--- src/shared/ldo_ctrl_pkg.sv ---
package ldo_ctrl_pkg;

   // Regulator indices
   localparam int NUM_LDO   = 6;
   localparam int LDO_PLL   = 0;
   localparam int LDO_DAC   = 1;
   localparam int LDO_USB   = 2;
   localparam int LDO_USB2  = 3;
   localparam int LDO_GEN1  = 4;
   localparam int LDO_GEN2  = 5;

   // Regulators with short protection
   localparam logic [5:0] SCP_MASK_LDOS   = 6'h3E;
   // Regulators with internal pass device
   localparam logic [5:0] INTERNAL_PASS   = 6'h15;

   // Register byte offsets
   localparam logic [7:0] OFF_ENABLE      = 8'h00;
   localparam logic [7:0] OFF_STBY_SEL    = 8'h04;
   localparam logic [7:0] OFF_LP_SEL      = 8'h08;
   localparam logic [7:0] OFF_CONFIG      = 8'h0C;
   localparam logic [7:0] OFF_IRQ_STATUS  = 8'h10;
   localparam logic [7:0] OFF_IRQ_MASK    = 8'h14;
   localparam logic [7:0] OFF_STATE       = 8'h18;

   // Config fields
   localparam int CFG_SCP_EN_BIT   = 0;
   localparam int CFG_PLL_SEL_LSB  = 4;

   // Reset values
   localparam logic [5:0] RST_ENABLE      = 6'h00;
   localparam logic [5:0] RST_STBY_SEL    = 6'h00;
   localparam logic [5:0] RST_LP_SEL      = 6'h00;
   localparam logic       RST_SCP_EN      = 1'b0;
   localparam logic [1:0] RST_PLL_SEL     = 2'h0;
   localparam logic [5:0] RST_MASK        = 6'h3F;

   // Debounce default in cycles
   localparam int DEBOUNCE_CYCLES = 100;

   // PLL supply output in millivolts, current limit in milliamps
   localparam logic [11:0] PLL_MV_00 = 12'h4B0;
   localparam logic [11:0] PLL_MV_01 = 12'h4E2;
   localparam logic [11:0] PLL_MV_10 = 12'h5DC;
   localparam logic [11:0] PLL_MV_11 = 12'h708;
   localparam logic [7:0]  PLL_MAX_MA = 8'h32;

   typedef struct packed {
      logic [5:0] regulator_enable_bit;
      logic [5:0] sleep_disable_select;
      logic [5:0] low_power_select;
   } ldo_ctrl_t;

   typedef enum logic [2:0] {
      DB_IDLE  = 3'b001,
      DB_COUNT = 3'b010,
      DB_FAULT = 3'b100
   } db_state_t;

endpackage : ldo_ctrl_pkg

--- src/rtl/ldo_enable_and_short_protect.sv ---
// The register offsets and register access over APB were chosen for this implementation.
`timescale 1ns/1ps
module ldo_enable_and_short_protect #(
   parameter int DEBOUNCE = ldo_ctrl_pkg::DEBOUNCE_CYCLES
) (
   input  wire logic        pclk,
   input  wire logic        presetn,
   input  wire logic        psel,
   input  wire logic        penable,
   input  wire logic        pwrite,
   input  wire logic [7:0]  paddr,
   input  wire logic [31:0] pwdata,
   output logic [31:0]      prdata,
   output logic             pready,
   output logic             pslverr,
   input  wire logic        standby,
   input  wire logic [5:0]  short_detect,
   output logic [5:0]       ldo_on,
   output logic [5:0]       ldo_low_power,
   output logic [11:0]      pll_supply_mv,
   output logic [7:0]       pll_supply_max_ma,
   output logic             irq
);

   localparam int CW = $clog2(DEBOUNCE + 1);
   localparam logic [CW-1:0] DB_LAST = CW'(DEBOUNCE - 1);
   localparam logic [CW:0]   RUN_FULL = (CW + 1)'(DEBOUNCE + 1);

   ldo_ctrl_pkg::ldo_ctrl_t ctrl_r;
   logic                    scp_en_r;
   logic [1:0]              pll_sel_r;
   logic [5:0]              status_r;
   logic [5:0]              mask_r;
   logic [5:0]              confirmed;
   logic [5:0]              trip;
   logic [5:0]              clr_w1c;
   logic [2:0]              stby_s;
   logic                    stby_q;
   logic [5:0]              sd_s1;
   logic [5:0]              sd_s2;
   logic [5:0]              sd_s3;
   logic [5:0]              sd_lvl;
   logic                    wr;
   logic                    rd;
   logic                    addr_ok;

   assign wr     = psel && penable && pwrite;
   assign rd     = psel && penable && !pwrite;
   assign pready = 1'b1;
   assign addr_ok = (paddr == ldo_ctrl_pkg::OFF_ENABLE) || (paddr == ldo_ctrl_pkg::OFF_STBY_SEL)
                 || (paddr == ldo_ctrl_pkg::OFF_LP_SEL) || (paddr == ldo_ctrl_pkg::OFF_CONFIG)
                 || (paddr == ldo_ctrl_pkg::OFF_IRQ_STATUS) || (paddr == ldo_ctrl_pkg::OFF_IRQ_MASK)
                 || (paddr == ldo_ctrl_pkg::OFF_STATE);
   assign pslverr = psel && penable && !addr_ok;

   // Standby input synchroniser
   always_ff @(posedge pclk or negedge presetn) begin
      if (!presetn) begin
         stby_s <= 3'h0;
         stby_q <= 1'b0;
      end else begin
         stby_s <= {stby_s[1:0], standby};
         if (stby_s[1] == stby_s[2]) begin
            stby_q <= stby_s[2];
         end
      end
   end

   // Short detect synchroniser
   always_ff @(posedge pclk or negedge presetn) begin
      if (!presetn) begin
         sd_s1  <= 6'h00;
         sd_s2  <= 6'h00;
         sd_s3  <= 6'h00;
         sd_lvl <= 6'h00;
      end else begin
         sd_s1 <= short_detect;
         sd_s2 <= sd_s1;
         sd_s3 <= sd_s2;
         for (int i = 0; i < 6; i++) begin
            if (sd_s2[i] == sd_s3[i]) begin
               sd_lvl[i] <= sd_s3[i];
            end
         end
      end
   end

   // Per-regulator debounce, short-protected regulators only
   generate
      for (genvar g = 0; g < 6; g++) begin : g_db
         if (ldo_ctrl_pkg::SCP_MASK_LDOS[g]) begin : g_scp
            ldo_ctrl_pkg::db_state_t st_r;
            logic [CW-1:0]           cnt_r;
            always_ff @(posedge pclk or negedge presetn) begin
               if (!presetn) begin
                  st_r  <= ldo_ctrl_pkg::DB_IDLE;
                  cnt_r <= '0;
               end else begin
                  case (st_r)
                     ldo_ctrl_pkg::DB_IDLE: begin
                        cnt_r <= '0;
                        if (sd_lvl[g]) begin
                           st_r <= ldo_ctrl_pkg::DB_COUNT;
                        end
                     end
                     ldo_ctrl_pkg::DB_COUNT: begin
                        if (!sd_lvl[g]) begin
                           st_r <= ldo_ctrl_pkg::DB_IDLE;
                        end else if (cnt_r == DB_LAST) begin
                           st_r <= ldo_ctrl_pkg::DB_FAULT;
                        end else begin
                           cnt_r <= cnt_r + 1'b1;
                        end
                     end
                     ldo_ctrl_pkg::DB_FAULT: begin
                        if (!sd_lvl[g]) begin
                           st_r <= ldo_ctrl_pkg::DB_IDLE;
                        end
                     end
                     default: st_r <= ldo_ctrl_pkg::DB_IDLE;
                  endcase
               end
            end
            assign confirmed[g] = (st_r == ldo_ctrl_pkg::DB_FAULT);
         end else begin : g_none
            assign confirmed[g] = 1'b0;
         end
      end
   endgenerate

   // One trip per rising of a confirmed fault
   logic [5:0] confirmed_q;
   always_ff @(posedge pclk or negedge presetn) begin
      if (!presetn) begin
         confirmed_q <= 6'h00;
      end else begin
         confirmed_q <= confirmed;
      end
   end
   assign trip = (confirmed & ~confirmed_q) & {6{scp_en_r}};

   assign clr_w1c = (wr && paddr == ldo_ctrl_pkg::OFF_IRQ_STATUS) ? pwdata[5:0] : 6'h00;

   // Enable bits; protection clear wins over a write in the same cycle
   always_ff @(posedge pclk or negedge presetn) begin
      if (!presetn) begin
         ctrl_r.regulator_enable_bit <= ldo_ctrl_pkg::RST_ENABLE;
      end else begin
         if (wr && paddr == ldo_ctrl_pkg::OFF_ENABLE) begin
            ctrl_r.regulator_enable_bit <= pwdata[5:0] & ~trip;
         end else begin
            ctrl_r.regulator_enable_bit <= ctrl_r.regulator_enable_bit & ~trip;
         end
      end
   end

   // Standby and low-power select bits
   always_ff @(posedge pclk or negedge presetn) begin
      if (!presetn) begin
         ctrl_r.sleep_disable_select <= ldo_ctrl_pkg::RST_STBY_SEL;
         ctrl_r.low_power_select     <= ldo_ctrl_pkg::RST_LP_SEL;
      end else begin
         if (wr && paddr == ldo_ctrl_pkg::OFF_STBY_SEL) begin
            ctrl_r.sleep_disable_select <= pwdata[5:0];
         end
         if (wr && paddr == ldo_ctrl_pkg::OFF_LP_SEL) begin
            ctrl_r.low_power_select <= pwdata[5:0];
         end
      end
   end

   // Config register
   always_ff @(posedge pclk or negedge presetn) begin
      if (!presetn) begin
         scp_en_r  <= ldo_ctrl_pkg::RST_SCP_EN;
         pll_sel_r <= ldo_ctrl_pkg::RST_PLL_SEL;
      end else if (wr && paddr == ldo_ctrl_pkg::OFF_CONFIG) begin
         scp_en_r  <= pwdata[ldo_ctrl_pkg::CFG_SCP_EN_BIT];
         pll_sel_r <= pwdata[ldo_ctrl_pkg::CFG_PLL_SEL_LSB +: 2];
      end
   end

   // Sticky fault status, set wins over clear
   always_ff @(posedge pclk or negedge presetn) begin
      if (!presetn) begin
         status_r <= 6'h00;
         mask_r   <= ldo_ctrl_pkg::RST_MASK;
      end else begin
         status_r <= (status_r & ~clr_w1c) | trip;
         if (wr && paddr == ldo_ctrl_pkg::OFF_IRQ_MASK) begin
            mask_r <= pwdata[5:0];
         end
      end
   end

   assign irq = |(status_r & ~mask_r);

   // Regulator state resolution
   always_comb begin
      for (int i = 0; i < 6; i++) begin
         ldo_on[i] = ctrl_r.regulator_enable_bit[i]
                   && !(ctrl_r.sleep_disable_select[i] && stby_q);
         if (ldo_ctrl_pkg::INTERNAL_PASS[i]) begin
            ldo_low_power[i] = 1'b0;
         end else begin
            ldo_low_power[i] = ctrl_r.regulator_enable_bit[i] && ctrl_r.low_power_select[i];
            if (ctrl_r.low_power_select[i]) begin
               ldo_on[i] = ctrl_r.regulator_enable_bit[i];
            end
         end
      end
   end

   // PLL supply decode
   always_ff @(posedge pclk or negedge presetn) begin
      if (!presetn) begin
         pll_supply_mv     <= ldo_ctrl_pkg::PLL_MV_00;
         pll_supply_max_ma <= ldo_ctrl_pkg::PLL_MAX_MA;
      end else begin
         pll_supply_max_ma <= ldo_ctrl_pkg::PLL_MAX_MA;
         case (pll_sel_r)
            2'h0: pll_supply_mv <= ldo_ctrl_pkg::PLL_MV_00;
            2'h1: pll_supply_mv <= ldo_ctrl_pkg::PLL_MV_01;
            2'h2: pll_supply_mv <= ldo_ctrl_pkg::PLL_MV_10;
            2'h3: pll_supply_mv <= ldo_ctrl_pkg::PLL_MV_11;
            default: pll_supply_mv <= ldo_ctrl_pkg::PLL_MV_00;
         endcase
      end
   end

   // Read mux, programmed values plus fault status and synchronised short levels
   always_comb begin
      prdata = 32'h0000_0000;
      if (rd) begin
         case (paddr)
            ldo_ctrl_pkg::OFF_ENABLE:     prdata[5:0] = ctrl_r.regulator_enable_bit;
            ldo_ctrl_pkg::OFF_STBY_SEL:   prdata[5:0] = ctrl_r.sleep_disable_select;
            ldo_ctrl_pkg::OFF_LP_SEL:     prdata[5:0] = ctrl_r.low_power_select;
            ldo_ctrl_pkg::OFF_CONFIG: begin
               prdata[ldo_ctrl_pkg::CFG_SCP_EN_BIT]       = scp_en_r;
               prdata[ldo_ctrl_pkg::CFG_PLL_SEL_LSB +: 2] = pll_sel_r;
            end
            ldo_ctrl_pkg::OFF_IRQ_STATUS: prdata[5:0] = status_r;
            ldo_ctrl_pkg::OFF_IRQ_MASK:   prdata[5:0] = mask_r;
            ldo_ctrl_pkg::OFF_STATE:      prdata[5:0] = sd_lvl;
            default:                      prdata = 32'h0000_0000;
         endcase
      end
   end

   // Consecutive high samples on the dac fault input
   logic [CW:0] hi_run_r;
   always_ff @(posedge pclk or negedge presetn) begin
      if (!presetn) begin
         hi_run_r <= '0;
      end else if (!sd_lvl[1]) begin
         hi_run_r <= '0;
      end else if (hi_run_r != RUN_FULL) begin
         hi_run_r <= hi_run_r + 1'b1;
      end
   end

   // Checks
   chk_trip_clears_en: assert property (@(posedge pclk) disable iff (!presetn)
      trip[1] |=> !ctrl_r.regulator_enable_bit[1] && status_r[1])
      else $error("fault did not clear enable or set flag");
   chk_no_protect_off: assert property (@(posedge pclk) disable iff (!presetn)
      !scp_en_r |=> (status_r & ~$past(status_r)) == 6'h00)
      else $error("fault flag set while protection disabled");
   chk_en_kept_off: assert property (@(posedge pclk) disable iff (!presetn)
      !scp_en_r && !(wr && paddr == ldo_ctrl_pkg::OFF_ENABLE)
      |=> ctrl_r.regulator_enable_bit == $past(ctrl_r.regulator_enable_bit))
      else $error("enable cleared while protection disabled");
   chk_mask_gates_irq: assert property (@(posedge pclk) disable iff (!presetn)
      ((status_r & ~mask_r) == 6'h00) |-> !irq)
      else $error("irq raised while masked");
   chk_irq_unmasked: assert property (@(posedge pclk) disable iff (!presetn)
      (status_r & ~mask_r) != 6'h00 |-> irq)
      else $error("unmasked fault did not raise irq");
   chk_flag_sticky: assert property (@(posedge pclk) disable iff (!presetn)
      status_r[2] && clr_w1c[2] == 1'b0 |=> status_r[2])
      else $error("fault flag dropped without clear");
   chk_w1c_clears: assert property (@(posedge pclk) disable iff (!presetn)
      clr_w1c[2] && !trip[2] |=> !status_r[2])
      else $error("fault flag not cleared by write");
   chk_standby_off: assert property (@(posedge pclk) disable iff (!presetn)
      stby_q && ctrl_r.sleep_disable_select[0] |-> !ldo_on[0])
      else $error("pll supply on during standby");
   chk_stby_on: assert property (@(posedge pclk) disable iff (!presetn)
      ctrl_r.regulator_enable_bit[2] && !stby_q |-> ldo_on[2])
      else $error("enabled regulator off without standby");
   chk_en_off: assert property (@(posedge pclk) disable iff (!presetn)
      !ctrl_r.regulator_enable_bit[4] |-> !ldo_on[4])
      else $error("disabled regulator on");
   chk_no_stby_eff: assert property (@(posedge pclk) disable iff (!presetn)
      !ctrl_r.sleep_disable_select[4] |-> ldo_on[4] == ctrl_r.regulator_enable_bit[4])
      else $error("standby affected unselected regulator");
   chk_int_no_lp: assert property (@(posedge pclk) disable iff (!presetn)
      ldo_low_power[0] == 1'b0 && ldo_low_power[2] == 1'b0 && ldo_low_power[4] == 1'b0)
      else $error("low power on internal pass regulator");
   chk_rd_enable: assert property (@(posedge pclk) disable iff (!presetn)
      rd && paddr == ldo_ctrl_pkg::OFF_ENABLE |-> prdata[5:0] == ctrl_r.regulator_enable_bit)
      else $error("enable readback differs from programmed value");
   chk_pll_decode: assert property (@(posedge pclk) disable iff (!presetn)
      pll_sel_r == 2'h3 && $stable(pll_sel_r) |=> pll_supply_mv == ldo_ctrl_pkg::PLL_MV_11)
      else $error("pll decode wrong");
   chk_pll_mid: assert property (@(posedge pclk) disable iff (!presetn)
      pll_sel_r == 2'h2 |=> pll_supply_mv == ldo_ctrl_pkg::PLL_MV_10)
      else $error("pll decode wrong for middle code");
   chk_pll_low: assert property (@(posedge pclk) disable iff (!presetn)
      pll_sel_r == 2'h1 |=> pll_supply_mv == ldo_ctrl_pkg::PLL_MV_01)
      else $error("pll decode wrong for low code");
   chk_debounce_len: assert property (@(posedge pclk) disable iff (!presetn)
      $rose(confirmed[1]) |-> $past(sd_lvl[1], 2))
      else $error("fault confirmed without stable input");
   chk_debounce_run: assert property (@(posedge pclk) disable iff (!presetn)
      $rose(confirmed[1]) |-> hi_run_r == RUN_FULL)
      else $error("fault confirmed before debounce ran out");
   chk_fault_confirm: assert property (@(posedge pclk) disable iff (!presetn)
      hi_run_r == RUN_FULL |-> confirmed[1])
      else $error("fault not confirmed after debounce ran out");
   chk_reset_scp: assert property (@(posedge pclk)
      $rose(presetn) |-> !scp_en_r)
      else $error("protect enable not clear after reset");

   cov_trip: cover property (@(posedge pclk) disable iff (!presetn) trip != 6'h00);
   cov_irq: cover property (@(posedge pclk) disable iff (!presetn) $rose(irq));
   cov_standby: cover property (@(posedge pclk) disable iff (!presetn) stby_q && ldo_on[0] == 1'b0
      && ctrl_r.regulator_enable_bit[0]);
   cov_masked_fault: cover property (@(posedge pclk) disable iff (!presetn) status_r != 6'h00 && !irq);
   cov_pll_top: cover property (@(posedge pclk) disable iff (!presetn) pll_sel_r == 2'h3);

endmodule : ldo_enable_and_short_protect

--- config.mk ---
export PLATFORM = sky130hd
export DESIGN_NAME = ldo_enable_and_short_protect
export DESIGN_NICKNAME = d
export VERILOG_FILES = /design/src/shared/ldo_ctrl_pkg.sv /design/src/rtl/ldo_enable_and_short_protect.sv
export SDC_FILE = /design/constraint.sdc
export NUM_CORES = 1
export LEC_CHECK = 0
export BUFFER_PORTS_ARGS = -buffer_cell sky130_fd_sc_hd__buf_2
export CORE_MARGIN = 1.5
export CORE_UTILIZATION = 50
export CTS_CLUSTER_DIAMETER = 120
export CTS_CLUSTER_SIZE = 14
export DETAILED_ROUTE_END_ITERATION = 10
export HOLD_SLACK_MARGIN = 0.08
export MAX_ROUTING_LAYER = met4
export PLACE_DENSITY = 0.69
export SLEW_MARGIN = 20
export SYNTH_ARGS = -nofsm -noshare
export SYNTH_HDL_FRONTEND = slang
export SYNTH_SLANG_ARGS = --single-unit
export TNS_END_PERCENT = 20
--- constraint.sdc ---
create_clock -name pclk -period 3.8 [get_ports pclk]
set_input_delay 0 -clock pclk [delete_from_list [all_inputs] [get_ports pclk]]
set_output_delay 0 -clock pclk [all_outputs]
set_load 0.1 [all_outputs]
### Word-level counts from Yosys, hierarchy flattened

Cells that the tools add are included.

* register bits: 128
* output and inout bits: 67
* word-level logic and storage cells: 214

* $add $sub $neg: 5
* equality and inequality tests: 61
* multiplexer cells: 50
* bitwise logic cells: 11
* reduce and logical (&&, ||, !) cells: 57

Operators with widths (number)
* 7-bit two-way mux: 10
* 7-bit case mux with 2 select lines: 5
* 3-bit two-way mux: 20
* 12-bit case mux with 4 select lines: 1
* 3-bit case mux with 3 select lines: 5
* 2-bit inequality test (second input constant): 20
* 6-bit bitwise AND: 6
* 7-bit by 1-bit adder with 7-bit output (second input constant): 5
* 7-bit equality test (second input constant): 5
* 3-bit AND reduction: 10
* 1-bit logical AND: 25
* 8-bit by 5-bit equality test with 1-bit output (second input constant): 3
* 6-bit NOT: 4
* 6-bit two-way mux: 3
* 3-bit case mux with 6 select lines: 1
* 8-bit by 4-bit equality test with 1-bit output (second input constant): 2
* 3-bit by 1-bit equality test with 1-bit output (second input constant): 5
* 3-bit by 2-bit equality test with 1-bit output (second input constant): 5
* 3-bit equality test (second input constant): 5
* 3-bit inequality test (second input constant): 5
* 2-bit case mux with 7 select lines: 1
* 2-bit nonzero test: 5
* 8-bit by 3-bit equality test with 1-bit output (second input constant): 1
* 1-bit zero test: 8
* other kinds (10): 24

### Logic depth before layout (Yosys ltp)

* word-level depth: 9
* depth in mapped cells: 6

### Least setup slack after synthesis

OpenSTA, ideal clock, no wires.

* path type: register to output
* start: reg stby_q
* end: out ldo_on[0]
* data arrival time: 2619 ps
* path slack: 1181 ps
* cell stages (with the launch flop): 2
* cells stage by stage: dfrtp_1 > a21boi_0

* word-level cells in the longest chain between the ends: 3

RTL lines
* from (decl): line ldo_enable_and_short_protect.sv:38 `logic stby_q;`
* from (signal assigned): line ldo_enable_and_short_protect.sv:64 `stby_q <= stby_s[2];`
* 1-bit logical AND: line ldo_enable_and_short_protect.sv:202 `&& !(ctrl_r.sleep_disable_select[i] && stby_q);`
* 1-bit zero test: line ldo_enable_and_short_protect.sv:202
* 1-bit logical AND: line ldo_enable_and_short_protect.sv:202
* to (decl): line ldo_enable_and_short_protect.sv:18 `output logic [5:0] ldo_on,`

Every way passes these cells.

### Final worst setup path

* start: in paddr[2]
* end: out prdata[5]

* word-level cells in the longest chain between the ends: 3
* elaborated cells between the ends (all ways): 9

RTL lines
* from (decl): line ldo_enable_and_short_protect.sv:11 `input wire logic [7:0] paddr,`
* 8-bit by 5-bit equality test with 1-bit output (tied with other cells): line ldo_enable_and_short_protect.sv:235 `case (paddr)`
* 2-bit case mux with 7 select lines *: line ldo_enable_and_short_protect.sv:235
* 6-bit two-way mux *: line ldo_enable_and_short_protect.sv:234 `if (rd) begin`
* to (decl): line ldo_enable_and_short_protect.sv:13 `output logic [31:0] prdata,`

Every way passes the cells marked *; elsewhere a longest branch is shown, timed or not.

==> metrics <==
total number of vias=about 4500; clock power share=0.420; area grow syn2layout=16.0%; Max Slew Vio Count=0; largest net degree at the start of global routing=59; Clock Root Buffer=clkbuf_16; NetSw=1.13 mW; Final #Nets=roughly 700; DP HPWL=around 8600 um; Seq pwr share=0.412; CTS tree=yes; Max Clk Rate=around 390 MHz; crit share post-route=0.682; ant diodes=0; # resized after CTS=0; hold crit path type=in -> reg; core region area=~12000 um2; Yosys cell types=between 70 and 80; combinational group share of total power=0.168; outcome=finished, final reports clean; number of max-cap violations=0; Post-Synthesis Cell Area=6250 um2; Via-to-Cell Ratio=roughly 5.5; Arr. time, crit path=around 2.6 ns; maximum vdd drop=0.000384 V; Fin Clk Skew=~0.0042 ns; DR pass1 iterations=6; Critical Path Sink Type=primary output; ys flop type=dfrtp_1; GRT Total Usage=0.214; Die Footprint=13200 um2; Cell Rows=40; number of enable flip-flop cells after synthesis=0; dpl ws=1.70 ns; Final Wtd Congestion=~0.85; pwr dens=slightly above 500 nW/um2; WL final=about 13000 um; Max clock buf depth=2; GR Overflow Total=0; slew margin rel.=0.378; sequential area share after synthesis=0.499; DRT iter0 DRCs=between 200 and 250; cts bufs inserted=17; clock slew at reported path FFs=about 0.050 ns; FILL cells=about 1000; residual DRC count=0; die height=between 100 and 150 um; Req. time, crit path=roughly 3.8 ns; worst setup margin=1.21 ns; post-route minimum period=around 2.6 ns; Initial Util=0.516; mean post-synth cell area=roughly 11 um2; Final setup viols=0; P_int=roughly 2.5 mW; IO Pins=roughly 120; Leak=3.33 nW; hold slack=~0.11 ns; Setup TNS Final=0 ns; number of clock sinks=about 120; Least-Margin Pin Slew=a little over 0.9 ns; layout cells sized above 1=0.232; worst-path fanout max=12; Cells after Synth=around 570; Clock Latency Late Sink=0.41 ns; flops & latches, synth=124; Avg WL per Cell=around 16 um; synth warn=0; first-pass GRT wire length=20900 um; RSZ-0062 raised after global routing=no; initial antenna violation count=0; Post-synth ARST share=1.00; Port-buffer cells=a little over 50; startpoint types=primary input; switching share of power=0.307; CP Class=in -> out; H-tree depth=4; Hold Vio Cnt, Final=0; ANT nets after route=0; vias in the first global route=between 4000 and 5000; Die X=~110 um
cells in the final DEF, fill, tap and decap left out, drive strengths merged, types with 7 or more instances in the layout:
cell type / netlist / routed
dfrtp: 110 / 110
buf: 45 / 53
nand2: 45 / 45
conb: 2 / 41
mux2: 30 / 30
a21oi: 29 / 29
o21ai: 25 / 25
clkbuf: 10 / 22
nor2: 21 / 21
inv: 19 / 21
nand2b: 17 / 17
dlygate4sd3: 0 / 17
mux2i: 15 / 15
nand3: 15 / 15
dfstp: 14 / 14
and2: 13 / 13
nand4: 11 / 11
nor2b: 10 / 10
nor3b: 10 / 10
ha: 10 / 10
o31ai: 9 / 9
nand3b: 8 / 8
xor2: 7 / 7
maj3: 7 / 7
critical path, stage by stage:
cell and delay, ns:
dlygate4sd3_1 0.53, buf_2 0.21, nor2b_1 0.74, a22o_1 0.27, a32oi_1 0.06, a21oi_1 0.30, buf_2 0.48
state kept, by name, indices dropped and copies added (netlist names):
register / flops
mask_r: 6
sd_s2: 6
scp_en_r: 1
stby_s: 3
g_db.g_scp.cnt_r: 35
ctrl_r: 18
confirmed_q: 5
sd_s1: 6
status_r: 6
stby_q: 1
pll_supply_mv: 8
sd_s3: 6
sd_lvl: 6
pll_sel_r: 2
g_db.g_scp.st_r: 15
what timing repair did:
item                                   in CTS  in global routing
hold buffers                               17                  0
endpoints found under the hold margin      89                  0
setup buffers                               0                  0
synth_stat cells (all sizes together) (3+ instances only):
| library cell | count | area share |
|---|---|---|
| dfrtp | 110 | 0.44 |
| buf | 45 | 0.053 |
| nand2 | 45 | 0.027 |
| mux2 | 30 | 0.055 |
| a21oi | 29 | 0.024 |
| o21ai | 25 | 0.020 |
| nor2 | 21 | 0.013 |
| inv | 19 | 0.011 |
| nand2b | 17 | 0.017 |
| mux2i | 15 | 0.024 |
| nand3 | 15 | 0.018 |
| dfstp | 14 | 0.059 |
| and2 | 13 | 0.013 |
| nand4 | 11 | 0.012 |
| clkbuf | 10 | 0.0060 |
| ha | 10 | 0.020 |
| nor2b | 10 | 0.010 |
| nor3b | 10 | 0.012 |
| o31ai | 9 | 0.011 |
| nand3b | 8 | 0.0096 |
| maj3 | 7 | 0.011 |
| xor2 | 7 | 0.0098 |
| a221oi | 5 | 0.0070 |
| and3 | 5 | 0.0050 |
| a2111o | 4 | 0.0072 |
| a21boi | 4 | 0.0048 |
| a22oi | 4 | 0.0048 |
| o211ai | 4 | 0.0070 |
| or2 | 4 | 0.0040 |
| or3 | 4 | 0.0048 |
| a211oi | 3 | 0.0036 |
| a21o | 3 | 0.0036 |
| a22o | 3 | 0.0056 |
| or3b | 3 | 0.0046 |
| xnor2 | 3 | 0.0042 |
metal layers:
layer / vias to the layer above / GRT usage / part of all wire
met2: 129 / 0.324 / 0.49
met5: - / - / 0
met4: 0 / 0.0922 / 0.024
met1: 2210 / 0.269 / 0.44
li1: 2111 / - / -
met3: 29 / 0.0643 / 0.045
power by group through the flow:
stage                     Sequential [mW]  Combinational [mW]  Clock (mW)
after floorplan                      1.51               0.535           0
after global placement               1.53               0.589           0
after detailed placement             1.54               0.607           0
after CTS                            1.52               0.623        1.58
after global routing                 1.53               0.675        1.64
final                                1.52               0.618        1.54
final timing paths:
check,startpoint,end,slack (ns),depth (start not counted)
worst max-delay path,paddr[2],prdata[5],1.21,7
worst min-delay path,paddr[1],status_r[1],0.11,5
worst max register to register,g_db[5].g_scp.st_r[0],g_db[5].g_scp.cnt_r[5],1.92,4
worst min register to register,sd_s1[5],sd_s2[5],0.35,0
max in group asynchronous,presetn,g_db[5].g_scp.st_r[0],2.66,3
min in group asynchronous,presetn,g_db[3].g_scp.st_r[2],0.20,2
cell type report:
type	count	area, um2	area share
Clock inverter	9	86.3	0.0119
Tap cell	168	210	0.0290
Clock buffer	22	484	0.0668
Multi-Input combinational cell	408	2830	0.391
Inverter	19	71.3	0.00984
Timing Repair Buffer	70	443	0.0611
Sequential cell	124	3120	0.431
cell families after synthesis:
group	synth area share
adder cells (fa/ha/maj)	0.0312
XOR/XNOR	0.0140
multiplexers	0.0787
buffers and inverters	0.0705
flip-flops	0.499
AO/OA/AOI/OAI	0.123
other	0.00120
AND/OR/NAND/NOR	0.182
metrics by stage:
step,util,area [um2],power [mW],std cells
floorplan,-,6390,2.04,606
global placement,0.537,6510,2.12,772
detailed placement,0.537,6510,2.14,772
CTS,0.598,7250,3.72,820
global route,0.598,7250,3.84,820
finish,0.598,7250,3.68,820
No activity file was read; power rests on OpenSTA's default activity.
